**src/core/acal_defines.vh**
```
// register map, field positions, reset values and load constants
`ifndef ACAL_DEFINES_VH
`define ACAL_DEFINES_VH

// register byte offsets
`define ACAL_OFS_SEQ_SETUP    8'h0c
`define ACAL_OFS_PAIR_A       8'h34
`define ACAL_OFS_PAIR_B       8'h38
`define ACAL_OFS_PAIR_C       8'h3c
`define ACAL_OFS_PAIR_D       8'h40
`define ACAL_OFS_PAIR_E       8'h44
`define ACAL_OFS_CAL_EN       8'h48
`define ACAL_OFS_STATUS       8'h4c

// sequence setup fields
`define ACAL_SEQ_DONE_BIT     17
`define ACAL_SEQ_EN_BIT       16
`define ACAL_SEQ_SEL_BIT      10
`define ACAL_SEQ_UMASK_HI     9
`define ACAL_SEQ_UMASK_LO     6
`define ACAL_SEQ_LMASK_HI     5
`define ACAL_SEQ_LMASK_LO     0

// reset values
`define ACAL_RST_SEQ_SETUP    32'h0000_0000
`define ACAL_RST_PAIR         32'h0000_0000
`define ACAL_RST_CAL_EN       10'h3ff

// coefficient layout inside a pair word
`define ACAL_ODD_GAIN_HI      31
`define ACAL_ODD_OFFS_HI      23
`define ACAL_EVEN_GAIN_HI     15
`define ACAL_EVEN_OFFS_HI     7

// channel and pair counts
`define ACAL_NUM_CH           10
`define ACAL_NUM_PAIRS        5
`define ACAL_SW_PAIRS         3

// fixed point: result scaled by 512 so gain/256 and offset/2 stay exact
`define ACAL_FRAC_BITS        9
`define ACAL_HSIZE_WORD       3'h2

`endif

```
**src/core/acal_seq_cal.v**
```verilog
// converter sequence trigger setup and per-channel calibration with bus slave
//
// Notes on behaviour
// - read-only bit 17 shows the exceptional sequence has finished
// - bit 16 enable lets a trigger event start the sequence
// - bit 10 picks trigger: 0 timer interrupt, 1 charge pump clock
// - bits 9:6 mask channels 6 to 9, combinable
// - bits 5:0 mask channels 0 to 5, bit 0 is channel 0
// - setup bits 31:18 and 15:11 always read zero
// - setup register clears to zero on the type-3 reset
// - every channel has its own gain and offset coefficient
// - coefficients copied from non-volatile memory after reset before use
// - gain and offset are 8-bit two's complement
// - result is raw times (1 + gain/256) plus offset/2
// - software cannot write coefficients of channels 6 to 9
// - pair registers at 34..44 hex, two channels each, reset zero
// - calibration registers written only as whole aligned words; reads at an aligned address decode any size
// - odd channel gain 31:24 offset 23:16, even gain 15:8 offset 7:0
// - per-channel enable; cleared passes the raw value through
//
// Implementation choice: the AHB-Lite register port.

`include "acal_defines.vh"

// 16-entry buffer between the converter stream and the calibration stage
module acal_fifo #(
  parameter W = 14,
  parameter D = 16,
  parameter P = 4
) (
  // clock and reset
  input  wire         hclk,
  input  wire         hresetn,
  // fill side
  input  wire         in_valid,
  output reg          in_ready_r,
  input  wire [W-1:0] in_data,
  // drain side
  output wire         out_valid,
  input  wire         out_ready,
  output wire [W-1:0] out_data
);
  reg [W-1:0] mem [0:D-1];
  reg [P-1:0] wr_ptr_r;
  reg [P-1:0] rd_ptr_r;
  reg [P:0]   count_r;
  reg [P:0]   count_nxt;
  wire        push;
  wire        pop;

  assign out_valid = (count_r != {(P+1){1'b0}});
  assign out_data  = mem[rd_ptr_r];
  assign push      = in_valid && in_ready_r;
  assign pop       = out_valid && out_ready;

  always @*
  begin
    count_nxt = count_r;
    if (push && !pop)
      count_nxt = count_r + 1'b1;
    else if (pop && !push)
      count_nxt = count_r - 1'b1;
  end

  always @(posedge hclk)
  begin
    if (push)
      mem[wr_ptr_r] <= in_data;
  end

  always @(posedge hclk or negedge hresetn)
  begin
    if (!hresetn)
    begin
      wr_ptr_r   <= {P{1'b0}};
      rd_ptr_r   <= {P{1'b0}};
      count_r    <= {(P+1){1'b0}};
      in_ready_r <= 1'b1;
    end
    else
    begin
      if (push)
        wr_ptr_r <= wr_ptr_r + 1'b1;
      if (pop)
        rd_ptr_r <= rd_ptr_r + 1'b1;
      count_r    <= count_nxt;
      // registered full so the ready port comes from a flop
      in_ready_r <= (count_nxt != D[P:0]);
    end
  end
endmodule

module acal_seq_cal #(
  parameter RAW_W = 10,
  parameter FIFO_D = 16,
  parameter FIFO_P = 4
) (
  // clock and reset
  input  wire             hclk,
  input  wire             hresetn,
  // ahb-lite slave
  input  wire             hsel,
  input  wire [31:0]      haddr,
  input  wire [1:0]       htrans,
  input  wire             hwrite,
  input  wire [2:0]       hsize,
  input  wire [31:0]      hwdata,
  input  wire             hready,
  output reg  [31:0]      hrdata,
  output reg              hreadyout,
  output reg              hresp,
  // type-3 reset request, clears the sequence setup only
  input  wire             type3_clear,
  // non-volatile coefficient source
  output reg              nvm_rd_req,
  output reg  [2:0]       nvm_rd_index,
  input  wire             nvm_rd_valid,
  input  wire [31:0]      nvm_rd_data,
  // sequence triggers
  input  wire             timer_unit_interrupt,
  input  wire             charge_pump_clock,
  // conversion requests to the converter
  output reg              conv_req,
  output reg  [3:0]       conv_chan,
  // raw sample stream in
  input  wire             raw_valid,
  output wire             raw_ready,
  input  wire [3:0]       raw_chan,
  input  wire [RAW_W-1:0] raw_sample,
  // corrected sample stream out
  output reg              corrected_valid,
  input  wire             corrected_ready,
  output reg  [3:0]       corrected_chan,
  output reg  [RAW_W-1:0] corrected_sample
);
  localparam AW = RAW_W + 12;
  localparam [AW-1:0] SAT_MAX = {{12{1'b0}}, {RAW_W{1'b1}}};
  localparam [1:0] LD_REQ  = 2'h0;
  localparam [1:0] LD_WAIT = 2'h1;
  localparam [1:0] LD_DONE = 2'h2;
  localparam [1:0] SQ_IDLE = 2'h0;
  localparam [1:0] SQ_SCAN = 2'h1;
  localparam [1:0] SQ_WAIT = 2'h2;

  function [RAW_W-1:0] calib_fn;
    input [RAW_W-1:0] raw;
    input [7:0]       channel_gain_coeff;
    input [7:0]       channel_offset_coeff;
    reg   [AW-1:0]    r;
    reg   [AW-1:0]    g;
    reg   [AW-1:0]    o;
    reg   [AW-1:0]    acc;
    begin
      r   = {{12{1'b0}}, raw};
      g   = {{(AW-8){channel_gain_coeff[7]}}, channel_gain_coeff};
      o   = {{(AW-8){channel_offset_coeff[7]}}, channel_offset_coeff};
      // scaled by 512: raw*512 + raw*gain*2 + offset*256
      acc = (r << `ACAL_FRAC_BITS) + ((r * g) << 1) + (o << (`ACAL_FRAC_BITS - 1));
      if (acc[AW-1])
        calib_fn = {RAW_W{1'b0}};
      else if ((acc >> `ACAL_FRAC_BITS) > SAT_MAX)
        calib_fn = {RAW_W{1'b1}};
      else
        calib_fn = acc[`ACAL_FRAC_BITS+RAW_W-1:`ACAL_FRAC_BITS];
    end
  endfunction

  // sequence setup, calibration enable and coefficient state
  reg                   seq_enable_r;
  reg                   timer_irq_source_r;
  reg [3:0]             upper_channel_mask_r;
  reg [5:0]             lower_channel_mask_r;
  reg                   sequence_done_flag_r;
  reg [`ACAL_NUM_CH-1:0] cal_en_r;
  reg [15:0]            coef_r [0:`ACAL_NUM_CH-1];
  // bus state
  reg                   dp_wr_r;
  reg [7:0]             dp_addr_r;
  reg                   rd_late_r;
  reg [7:0]             rd_addr_r;
  reg [7:0]             rd_sel;
  reg [31:0]            rd_val;
  // loader and sequencer state
  reg [1:0]             ld_state_r;
  reg                   loaded_r;
  reg [1:0]             sq_state_r;
  reg [3:0]             sq_idx_r;
  reg [9:0]             sq_mask_r;
  reg                   trig_prev_r;
  integer               i;

  wire       bus_acc = hsel && hready && htrans[1];
  wire       trig_now = timer_irq_source_r ? charge_pump_clock : timer_unit_interrupt;
  wire [9:0] chan_mask = {upper_channel_mask_r, lower_channel_mask_r};
  wire       raw_push = raw_valid && raw_ready;
  wire       sq_last = (sq_idx_r == 4'h9);

  // fifo between stream and correction
  wire             fifo_valid;
  wire [RAW_W+3:0] fifo_data;
  wire             stage_pop;
  wire [3:0]       f_chan = fifo_data[RAW_W+3:RAW_W];
  wire [RAW_W-1:0] f_raw  = fifo_data[RAW_W-1:0];

  // samples held back until coefficients are loaded
  assign stage_pop = fifo_valid && loaded_r && (!corrected_valid || corrected_ready);

  acal_fifo #(
    .W (RAW_W + 4),
    .D (FIFO_D),
    .P (FIFO_P)
  ) u_fifo (
    .hclk       (hclk),
    .hresetn    (hresetn),
    .in_valid   (raw_valid),
    .in_ready_r (raw_ready),
    .in_data    ({raw_chan, raw_sample}),
    .out_valid  (fifo_valid),
    .out_ready  (stage_pop),
    .out_data   (fifo_data)
  );

  // read mux
  always @*
  begin
    rd_sel = rd_late_r ? rd_addr_r : haddr[7:0];
    rd_val = 32'h0000_0000;
    case (rd_sel)
      // done flag read-only, reserved bits zero
      `ACAL_OFS_SEQ_SETUP:
        rd_val = {14'h0000, sequence_done_flag_r, seq_enable_r, 5'h00,
                  timer_irq_source_r, upper_channel_mask_r, lower_channel_mask_r};
      `ACAL_OFS_PAIR_A: rd_val = {coef_r[1], coef_r[0]};
      `ACAL_OFS_PAIR_B: rd_val = {coef_r[3], coef_r[2]};
      `ACAL_OFS_PAIR_C: rd_val = {coef_r[5], coef_r[4]};
      `ACAL_OFS_PAIR_D: rd_val = {coef_r[7], coef_r[6]};
      `ACAL_OFS_PAIR_E: rd_val = {coef_r[9], coef_r[8]};
      `ACAL_OFS_CAL_EN: rd_val = {22'h00_0000, cal_en_r};
      `ACAL_OFS_STATUS: rd_val = {30'h0000_0000, (sq_state_r != SQ_IDLE), loaded_r};
      default:          rd_val = 32'h0000_0000;
    endcase
  end

  // ahb-lite slave: zero wait, one wait on a read right after a write
  always @(posedge hclk or negedge hresetn)
  begin
    if (!hresetn)
    begin
      dp_wr_r   <= 1'b0;
      dp_addr_r <= 8'h00;
      rd_late_r <= 1'b0;
      rd_addr_r <= 8'h00;
      hrdata    <= 32'h0000_0000;
      hreadyout <= 1'b1;
      hresp     <= 1'b0;
    end
    else
    begin
      hresp <= 1'b0;
      // only whole aligned words are written
      dp_wr_r   <= bus_acc && hwrite && (hsize == `ACAL_HSIZE_WORD) && (haddr[1:0] == 2'h0);
      if (bus_acc)
        dp_addr_r <= haddr[7:0];
      if (rd_late_r)
      begin
        hrdata    <= rd_val;
        hreadyout <= 1'b1;
        rd_late_r <= 1'b0;
      end
      else if (bus_acc && !hwrite)
      begin
        // a write lands this cycle; sample registers one edge later
        if (dp_wr_r)
        begin
          rd_late_r <= 1'b1;
          rd_addr_r <= haddr[7:0];
          hreadyout <= 1'b0;
        end
        else
          hrdata <= rd_val;
      end
    end
  end

  // sequence setup and calibration enable registers
  always @(posedge hclk or negedge hresetn)
  begin
    if (!hresetn)
    begin
      seq_enable_r         <= 1'b0;
      timer_irq_source_r   <= 1'b0;
      upper_channel_mask_r <= 4'h0;
      lower_channel_mask_r <= 6'h00;
      cal_en_r             <= `ACAL_RST_CAL_EN;
    end
    else if (type3_clear)
    begin
      seq_enable_r         <= 1'b0;
      timer_irq_source_r   <= 1'b0;
      upper_channel_mask_r <= 4'h0;
      lower_channel_mask_r <= 6'h00;
    end
    else if (dp_wr_r)
    begin
      if (dp_addr_r == `ACAL_OFS_SEQ_SETUP)
      begin
        seq_enable_r         <= hwdata[`ACAL_SEQ_EN_BIT];
        timer_irq_source_r   <= hwdata[`ACAL_SEQ_SEL_BIT];
        upper_channel_mask_r <= hwdata[`ACAL_SEQ_UMASK_HI:`ACAL_SEQ_UMASK_LO];
        lower_channel_mask_r <= hwdata[`ACAL_SEQ_LMASK_HI:`ACAL_SEQ_LMASK_LO];
      end
      if (dp_addr_r == `ACAL_OFS_CAL_EN)
        cal_en_r <= hwdata[`ACAL_NUM_CH-1:0];
    end
  end

  // coefficients: loader and software
  always @(posedge hclk or negedge hresetn)
  begin
    if (!hresetn)
    begin
      // one coefficient pair per channel, zero at reset
      for (i = 0; i < `ACAL_NUM_CH; i = i + 1)
        coef_r[i] <= 16'h0000;
    end
    else if (ld_state_r == LD_WAIT && nvm_rd_valid)
    begin
      // copy pair word from non-volatile memory
      coef_r[{nvm_rd_index, 1'b0}] <= nvm_rd_data[`ACAL_EVEN_GAIN_HI:0];
      coef_r[{nvm_rd_index, 1'b1}] <= nvm_rd_data[`ACAL_ODD_GAIN_HI:16];
    end
    else if (dp_wr_r)
    begin
      // pairs d and e ignore software writes
      case (dp_addr_r)
        `ACAL_OFS_PAIR_A:
        begin
          coef_r[0] <= hwdata[15:0];
          coef_r[1] <= hwdata[31:16];
        end
        `ACAL_OFS_PAIR_B:
        begin
          coef_r[2] <= hwdata[15:0];
          coef_r[3] <= hwdata[31:16];
        end
        `ACAL_OFS_PAIR_C:
        begin
          coef_r[4] <= hwdata[15:0];
          coef_r[5] <= hwdata[31:16];
        end
        default:
        begin
        end
      endcase
    end
  end

  // loader fetches the five pair words once after reset
  always @(posedge hclk or negedge hresetn)
  begin
    if (!hresetn)
    begin
      ld_state_r   <= LD_REQ;
      loaded_r     <= 1'b0;
      nvm_rd_req   <= 1'b0;
      nvm_rd_index <= 3'h0;
    end
    else
    begin
      nvm_rd_req <= 1'b0;
      case (ld_state_r)
        LD_REQ:
        begin
          nvm_rd_req <= 1'b1;
          ld_state_r <= LD_WAIT;
        end
        LD_WAIT:
        begin
          if (nvm_rd_valid)
          begin
            if (nvm_rd_index == `ACAL_NUM_PAIRS - 1)
            begin
              ld_state_r <= LD_DONE;
              loaded_r   <= 1'b1;
            end
            else
            begin
              nvm_rd_index <= nvm_rd_index + 1'b1;
              ld_state_r   <= LD_REQ;
            end
          end
        end
        LD_DONE:
          loaded_r <= 1'b1;
        default:
          ld_state_r <= LD_REQ;
      endcase
    end
  end

  // exceptional sequence: trigger, channel walk, completion
  always @(posedge hclk or negedge hresetn)
  begin
    if (!hresetn)
    begin
      sq_state_r           <= SQ_IDLE;
      sq_idx_r             <= 4'h0;
      sq_mask_r            <= 10'h000;
      trig_prev_r          <= 1'b0;
      sequence_done_flag_r <= 1'b0;
      conv_req             <= 1'b0;
      conv_chan            <= 4'h0;
    end
    else
    begin
      trig_prev_r <= trig_now;
      conv_req    <= 1'b0;
      case (sq_state_r)
        SQ_IDLE:
        begin
          if (type3_clear)
            sequence_done_flag_r <= 1'b0;
          // rising edge of selected source starts it when enabled
          else if (seq_enable_r && trig_now && !trig_prev_r)
          begin
            sequence_done_flag_r <= 1'b0;
            sq_mask_r            <= chan_mask;
            sq_idx_r             <= 4'h0;
            sq_state_r           <= SQ_SCAN;
          end
        end
        SQ_SCAN:
        begin
          // masked channels converted in ascending order
          if (sq_mask_r[sq_idx_r])
          begin
            conv_req   <= 1'b1;
            conv_chan  <= sq_idx_r;
            sq_state_r <= SQ_WAIT;
          end
          else if (sq_last)
          begin
            sequence_done_flag_r <= 1'b1;
            sq_state_r           <= SQ_IDLE;
          end
          else
            sq_idx_r <= sq_idx_r + 1'b1;
        end
        SQ_WAIT:
        begin
          if (raw_push && raw_chan == sq_idx_r)
          begin
            if (sq_last)
            begin
              sequence_done_flag_r <= 1'b1;
              sq_state_r           <= SQ_IDLE;
            end
            else
            begin
              sq_idx_r   <= sq_idx_r + 1'b1;
              sq_state_r <= SQ_SCAN;
            end
          end
        end
        default:
          sq_state_r <= SQ_IDLE;
      endcase
    end
  end

  // correction stage
  always @(posedge hclk or negedge hresetn)
  begin
    if (!hresetn)
    begin
      corrected_valid  <= 1'b0;
      corrected_chan   <= 4'h0;
      corrected_sample <= {RAW_W{1'b0}};
    end
    else if (stage_pop)
    begin
      corrected_valid <= 1'b1;
      corrected_chan  <= f_chan;
      // bypass when disabled; out-of-range channel passes raw
      if (f_chan < `ACAL_NUM_CH && cal_en_r[f_chan])
        corrected_sample <= calib_fn(f_raw, coef_r[f_chan][15:8], coef_r[f_chan][7:0]);
      else
        corrected_sample <= f_raw;
    end
    else if (corrected_ready)
      corrected_valid <= 1'b0;
  end
endmodule

```
**config.mk**
```make
export PLATFORM = sky130hd
export DESIGN_NAME = acal_seq_cal
export DESIGN_NICKNAME = d
export VERILOG_FILES = /design/src/core/acal_seq_cal.v
export VERILOG_INCLUDE_DIRS = /design/src /design/src/core
export SDC_FILE = /design/constraint.sdc
export NUM_CORES = 1
export LEC_CHECK = 0
export BUFFER_PORTS_ARGS = -buffer_cell sky130_fd_sc_hd__buf_2
export CORE_UTILIZATION = 55
export CTS_CLUSTER_SIZE = 25
export DETAILED_ROUTE_END_ITERATION = 12
export PLACE_DENSITY = 0.74
export SLEW_MARGIN = 15
export SYNTH_ARGS = -nofsm -noshare
export SYNTH_HDL_FRONTEND = slang
export SYNTH_HIERARCHICAL = 1
export SYNTH_SLANG_ARGS = --single-unit
```
**constraint.sdc**
```tcl
create_clock -name hclk -period 13.45 [get_ports hclk]
set_input_delay 0.6725 -clock hclk [delete_from_list [all_inputs] [get_ports hclk]]
set_output_delay 0.6725 -clock hclk [all_outputs]
set_load 0.05 [all_outputs]
```
======== Word level (Yosys, flattened, before mapping) ========
Memories as Yosys holds them, arrays and structs flattened.
Index checks and enable logic that the tools add are counted.
operators by class
  bitwise logic cells ..................... 7
  multiply operators ...................... 1
  mux-type cells .......................... 79
  add/sub/neg operators ................... 8
  order comparisons ....................... 9
  equality and inequality tests ........... 31
  reduce and logical (&&, ||, !) cells .... 57
operator list
  kind                                                              count
  160-bit bitwise mux                                               2
  32-bit case mux with 8 select lines                               1
  32-bit 2-to-1 mux                                                 6
  96-bit 2-to-1 mux                                                 2
  16-bit demux with 4-bit select                                    2
  16-bit binary-select mux with 4-bit select                        1
  16-bit 2-to-1 mux                                                 4
  8-bit by 6-bit == test with 1-bit output (second input constant)  6
  8-bit by 7-bit == test with 1-bit output (second input constant)  5
  4-bit 2-to-1 mux                                                  8
  1-bit 2-to-1 mux                                                  30
  10-bit 2-to-1 mux                                                 3
  21-bit by 16-bit adder with 22-bit output                         1
  2-bit nonzero test                                                11
  20-bit by 20-bit adder with 21-bit output                         1
  1-bit logical AND                                                 19
  11-bit by 8-bit multiplier with 19-bit output                     1
  6-bit 2-to-1 mux                                                  3
  8-bit by 4-bit == test with 1-bit output (second input constant)  2
  2-bit AND reduction                                               8
  5-bit >= comparator (second input constant)                       3
  4-bit inverter with 5-bit output                                  3
  3-bit AND reduction                                               5
  2-bit 2-to-1 mux                                                  7
  other kinds (33)                                                  58
storage, ports and cells
  memory bits (writable) .................. 224
  memories kept ........................... 1
  output and inout port bits .............. 59
  word-level logic and storage cells ...... 232
  flip-flop bits (word level) ............. 292
  input port bits ......................... 126
memory list
  memory      words  bits a word  read ports  clocked after Yosys merged registers in  wr ports  RTL line           RTL
  u_fifo.mem  16     14           1           0                                        1         acal_seq_cal.v:43  reg [W-1:0] mem [0:D-1];

======== Longest topological paths before layout ========
An unclocked memory read counts as a cell.
  depth after elaboration ................. 12
  depth in mapped cells ................... 36
  mapped depth without buffers ............ 30

======== Cells and area by module ========
The synthesis kept the hierarchy.
by module, submodules not included
  module        sequential area each (um^2)  area an instance (um^2)  instances  cells an instance
  acal_seq_cal  6970.4                       17215.3                  1          1650
  acal_fifo     7078.0                       9276.4                   1          396

======== Least setup slack after synthesis ========
Ideal clock, no wire load.
  kind .................................... flip-flop to flip-flop
  start ................................... reg u_fifo.rd_ptr_r[0]
  end ..................................... reg corrected_sample[9]
  setup slack ............................. 4.001 ns
  data arrival time ....................... 9.331 ns
  data required time ...................... 13.332 ns
  setup time .............................. 0.118 ns
  cell stages (with the launch flop) ...... 35
  clock period less this slack ............ 9.449 ns
  buffers on the path ..................... 6
  cells stage by stage .................... dfrtp_1 clkbuf_1 buf_2 buf_2 mux4_2 mux4_2 buf_2 buf_2 mux4_2 mux2i_1 o22a_1 clkbuf_1 inv_1 nand2_1 fa_1 fa_1 inv_1 fa_1 inv_1 fa_1 inv_1 ha_1 nand4_1 o2111ai_1 xnor2_1 fa_1 inv_1 ha_1 fa_1 a211oi_1 o21ai_1 a21oi_1 o2111ai_1 or4_1 a21o_1
between the ends
  cells in the longest elaborated chain, start to end .. 12
  elaborated cells on any way between the ends .. 16
  those cells by class .................... add/sub: 2; mul: 1; order compare: 2; mux: 8; bitwise: 1; reduce/logical: 1; memory: 1
ends and longest elaborated chain
  what                                                    RTL line            RTL
  from (decl)                                             acal_seq_cal.v:45   reg [P-1:0] rd_ptr_r;
  from (signal assigned)                                  acal_seq_cal.v:76   rd_ptr_r <= {P{1'b0}};
  from (signal assigned)                                  acal_seq_cal.v:85   rd_ptr_r <= rd_ptr_r + 1'b1;
  memory read 16 x 14 bit *                               --
  via fifo_data[10]                                       acal_seq_cal.v:200  wire [RAW_W+3:0] fifo_data;
  4-bit inverter with 5-bit output (implied by the code)  acal_seq_cal.v:486  corrected_sample <= calib_fn(f_raw, coef_r[f_chan][15:8], coef_r[f_chan][7:0]);
  16-bit binary-select mux with 4-bit select              acal_seq_cal.v:486
  16-bit 2-to-1 mux (implied by the code) (2 in a row)    acal_seq_cal.v:486
  11-bit by 8-bit multiplier with 19-bit output           acal_seq_cal.v:158  acc = (r << `ACAL_FRAC_BITS) + ((r * g) << 1) + (o << (`ACAL_FRAC_BITS - 1));
  20-bit by 20-bit adder with 21-bit output               acal_seq_cal.v:158
  21-bit by 16-bit adder with 22-bit output               acal_seq_cal.v:158
  13-bit by 10-bit > comparator with 1-bit output         acal_seq_cal.v:161  else if ((acc >> `ACAL_FRAC_BITS) > SAT_MAX)
  10-bit 2-to-1 mux                                       acal_seq_cal.v:161
  10-bit 2-to-1 mux                                       acal_seq_cal.v:159  if (acc[AW-1])
  10-bit 2-to-1 mux *                                     acal_seq_cal.v:485  if (f_chan < `ACAL_NUM_CH && cal_en_r[f_chan])
  to (signal assigned)                                    acal_seq_cal.v:478  corrected_sample <= {RAW_W{1'b0}};
  to (signal assigned)                                    acal_seq_cal.v:486
  to (signal assigned)                                    acal_seq_cal.v:488  corrected_sample <= f_raw;
  to (decl)                                               acal_seq_cal.v:134  output reg [RAW_W-1:0] corrected_sample
Mark *: on every way through the listed nets, which the timed path passes. The rest lies on a longest branch. The select of a mux whose other input is x is not followed.
A chain may end at the register's enable or synchronous reset.

======== Final worst setup path ========
Same ends and word-level chain as after synthesis.

==> metrics.md <==
| Metric | Value |
|---|---|
| Clk_lat worst skew | `0.63 ns` |
| TritonCTS buffer count | `53` |
| Antenna viol nets, final | `0` |
| CP Launch Type | `flip-flop` |
| Synth Area per Inst | `12.95 um2` |
| Layout Skew | `0.03217 ns` |
| Final WS setup | `2.401 ns` |
| Clk pin slew, worst setup/hold paths | `0.06 ns` |
| Longest Clk Path Bufs | `3` |
| Top cell type's share of synthesized area | `0.2645` |
| Max-slew violations | `0` |
| Core area | `0.04765 mm2` |
| FF+latch count, synth | `516` |
| Area grow syn2layout | `11.60%` |
| Netlist cell types | `84` |
| WS Path Type | `flip-flop to flip-flop` |
| Highest routed layer | `met5` |
| Routed length on met1 | `27.65 mm` |
| Fin Setup TNS | `0 ns` |
| First-pass GRT wire length | `109.0 mm` |
| Max Fclk | `0.09050 GHz` |
| WP depth | `28` |
| Post-synth ARST share | `0.5659` |
| DP HPWL | `44.34 mm` |
| Register area share after synthesis | `0.5303` |
| Global-route usage over all layers | `0.2906` |
| Largest net degree at the start of global routing | `98` |
| First drt pass iteration count | `7` |
| Top cell by count, worst path | `fa_1` |
| Critical path buffers and inverters | `5` |
| Type of the worst min-delay path | `input pin to asynchronous set/reset pin` |
| DR vias/cell | `6.507` |
| Post-Syn Area | `0.02649 mm2` |
| CTS Sinks | `516` |
| Initial antenna violation count | `9` |
| Status | `complete, no violations` |
| Req. time, crit path | `13.97 ns` |
| Fin crit share | `0.8215` |
| Routed wl met3 | `6.678 mm` |
| RSZ-0062 raised after global routing | `false` |
| Relative slew margins | `0.2517` |
| Postcts setup bufs | `0` |
| RePlAce Congestion | `0.8914` |
| I/O pin count | `185` |
| Layout cells sized above 1 | `0.2302` |
| Mapped Cells | `2046` |
| Critical path origin | `u_fifo/rd_ptr_r[0]` |
| FF+latch area | `0.01405 mm2` |
| Hold Vio Cnt, Final | `0` |
| Setup Viol. Count Final | `0` |
| Critical path's top delay family | `adder cells` |
| Min Tclk post-route | `11.05 ns` |
| IO Port Bufs | `158` |
| Final nets | `2425` |
| CTS tree | `done` |
| Initial DRC Count | `2097` |
| EDFF count, synth | `224` |
| CP max stage cell | `dfrtp_4` |
| DP Worst Slack | `2.398 ns` |
| Yosys warning total | `6` |
| Hold Slack | `0.07186 ns` |
| Starting Density | `0.5560` |
| Leading area contributor after synthesis | `dfrtp_1` |
| Die height | `221.5 um` |
| Worst setup EP type | `flip-flop` |
| DRC violations left | `0` |
| Fillers | `3499` |
| Die width | `221.5 um` |
| Standard-cell rows | `80` |
| Grt ovf | `0` |
| Worst Reg-to-Reg Cells | `28` |
| Routed WL | `70.39 mm` |
| Net count after synthesis | `2303` |
| Vias in the first global route | `18797` |
| CTS Hold Bufs | `0` |
| Reg-to-reg slack, setup | `2.40 ns` |
| CP max stage delay | `0.98 ns` |
| Post-CTS sizing | `0` |
| Worst EP arrival | `11.57 ns` |
| H-tree depth | `2` |
| Met2 WL | `33.47 mm` |
| Vias | `18416` |
| WL per Instance | `24.87 um` |
| RR Startpoint | `u_fifo/rd_ptr_r[0]` |
| Root buffer cell | `clkbuf_16` |
| Most common flop cell mapped by yosys | `dfrtp_1` |
| Die Area | `0.04905 mm2` |
| Synth area leaders | `dfrtp_1 (26%), edfxtp_1 (25%), mux4_2 (9.0%), fa_1 (4.4%), mux2_2 (4.2%)` |
| Crit Path Max Fanout | `41` |
| # Max-Cap Violations | `0` |
| Worst-Margin Slew | `1.119 ns` |
| Area of the multi-input gates | `0.01166 mm2` |
## cells in the mapped netlist, types with 15 or more instances
master    count
a22oi_1      45
buf_2        15
edfxtp_1    224
buf_1        16
and2_1      100
fa_1         58
a21oi_1     216
nor2_1      137
a22o_1       27
nand3_1      16
mux2i_1      49
mux4_2      106
ha_1         73
a222oi_1     39
xnor2_1      23
nand2_1     112
inv_1        90
mux2_2       98
and3_1       24
clkbuf_1     75
o21ai_0      24
dfrtp_1     280
## registers in the layout (all words and copies together) (netlist names), 3 cells and up
register,count
sq_mask_r,10
conv_chan,4
coef_r,160
u_fifo/rd_ptr_r,4
u_fifo/wr_ptr_r,4
corrected_sample,10
rd_addr_r,8
hrdata,32
cal_en_r,10
nvm_rd_index,3
u_fifo/count_r,5
sq_idx_r,4
upper_channel_mask_r,4
u_fifo/mem,224
dp_addr_r,8
corrected_chan,4
lower_channel_mask_r,6
## layout make-up
| cell class | instances | share of cell area |
|---|---|---|
| multi-input cells | 1324 | 0.3944 |
| diodes | 4 | 0.0003386 |
| inverters | 90 | 0.01143 |
| clock inverters | 24 | 0.009099 |
| clock buffers | 74 | 0.04990 |
| repair buffers | 183 | 0.03343 |
| flip-flops and latches | 516 | 0.4754 |
| well taps | 615 | 0.02603 |
## cells by family (layout without fill, tap and decap cells)
family	after synthesis	in the layout	share of synthesized area
adders and majority gates	131	131	0.07831
other	1	5	0.0001416
and+or+nand+nor	464	464	0.08846
xor gates and xnor gates	34	34	0.01124
buffers and inverters	206	371	0.03179
DFF	516	516	0.5303
AOI/OAI and AO/OA	439	439	0.1086
muxes	255	255	0.1511
## metal layers
metal,vias up,global-route usage
met5,-,0
li1,7912,-
met3,194,0.06042
met1,9342,0.3901
met2,960,0.4663
met4,8,0.1165
## worst paths after layout
| kind | endpoint |
|---|---|
| setup / recovery | corrected_sample[9] |
| hold / removal | hrdata[30] |
| setup reg to reg | corrected_sample[9] |
| hold reg to reg | nvm_rd_req |
| max in group asynchronous | coef_r[52] |
| min in group hclk | dp_wr_r |
## cells in the final DEF, fill, tap and decap left out, drive strengths merged, types with 23 or more instances in the layout
cell type	count
mux2i	49
o21ai	29
ha	73
mux4	106
a21oi	217
a22oi	45
and2	102
a22o	27
buf	183
clkbuf	74
nor2	138
fa	58
edfxtp	224
nand2	112
mux2	100
a222oi	39
dfrtp	280
inv	94
xnor2	23
and3	25
## stage by stage
step | std cells | instance area [um2] | util
2_1_floorplan | 2046 | 26490 | -
3_3_place_gp | 2728 | 27800 | 0.5836
3_5_place_dp | 2728 | 27800 | 0.5836
4_1_cts | 2826 | 29550 | 0.6202
5_1_grt | 2829 | 29560 | 0.6204
6_report | 2830 | 29560 | 0.6205
Power is left out: the tool's default activity adds up to more than one toggle a clock period on the data nets, which glitch-free logic cannot reach.
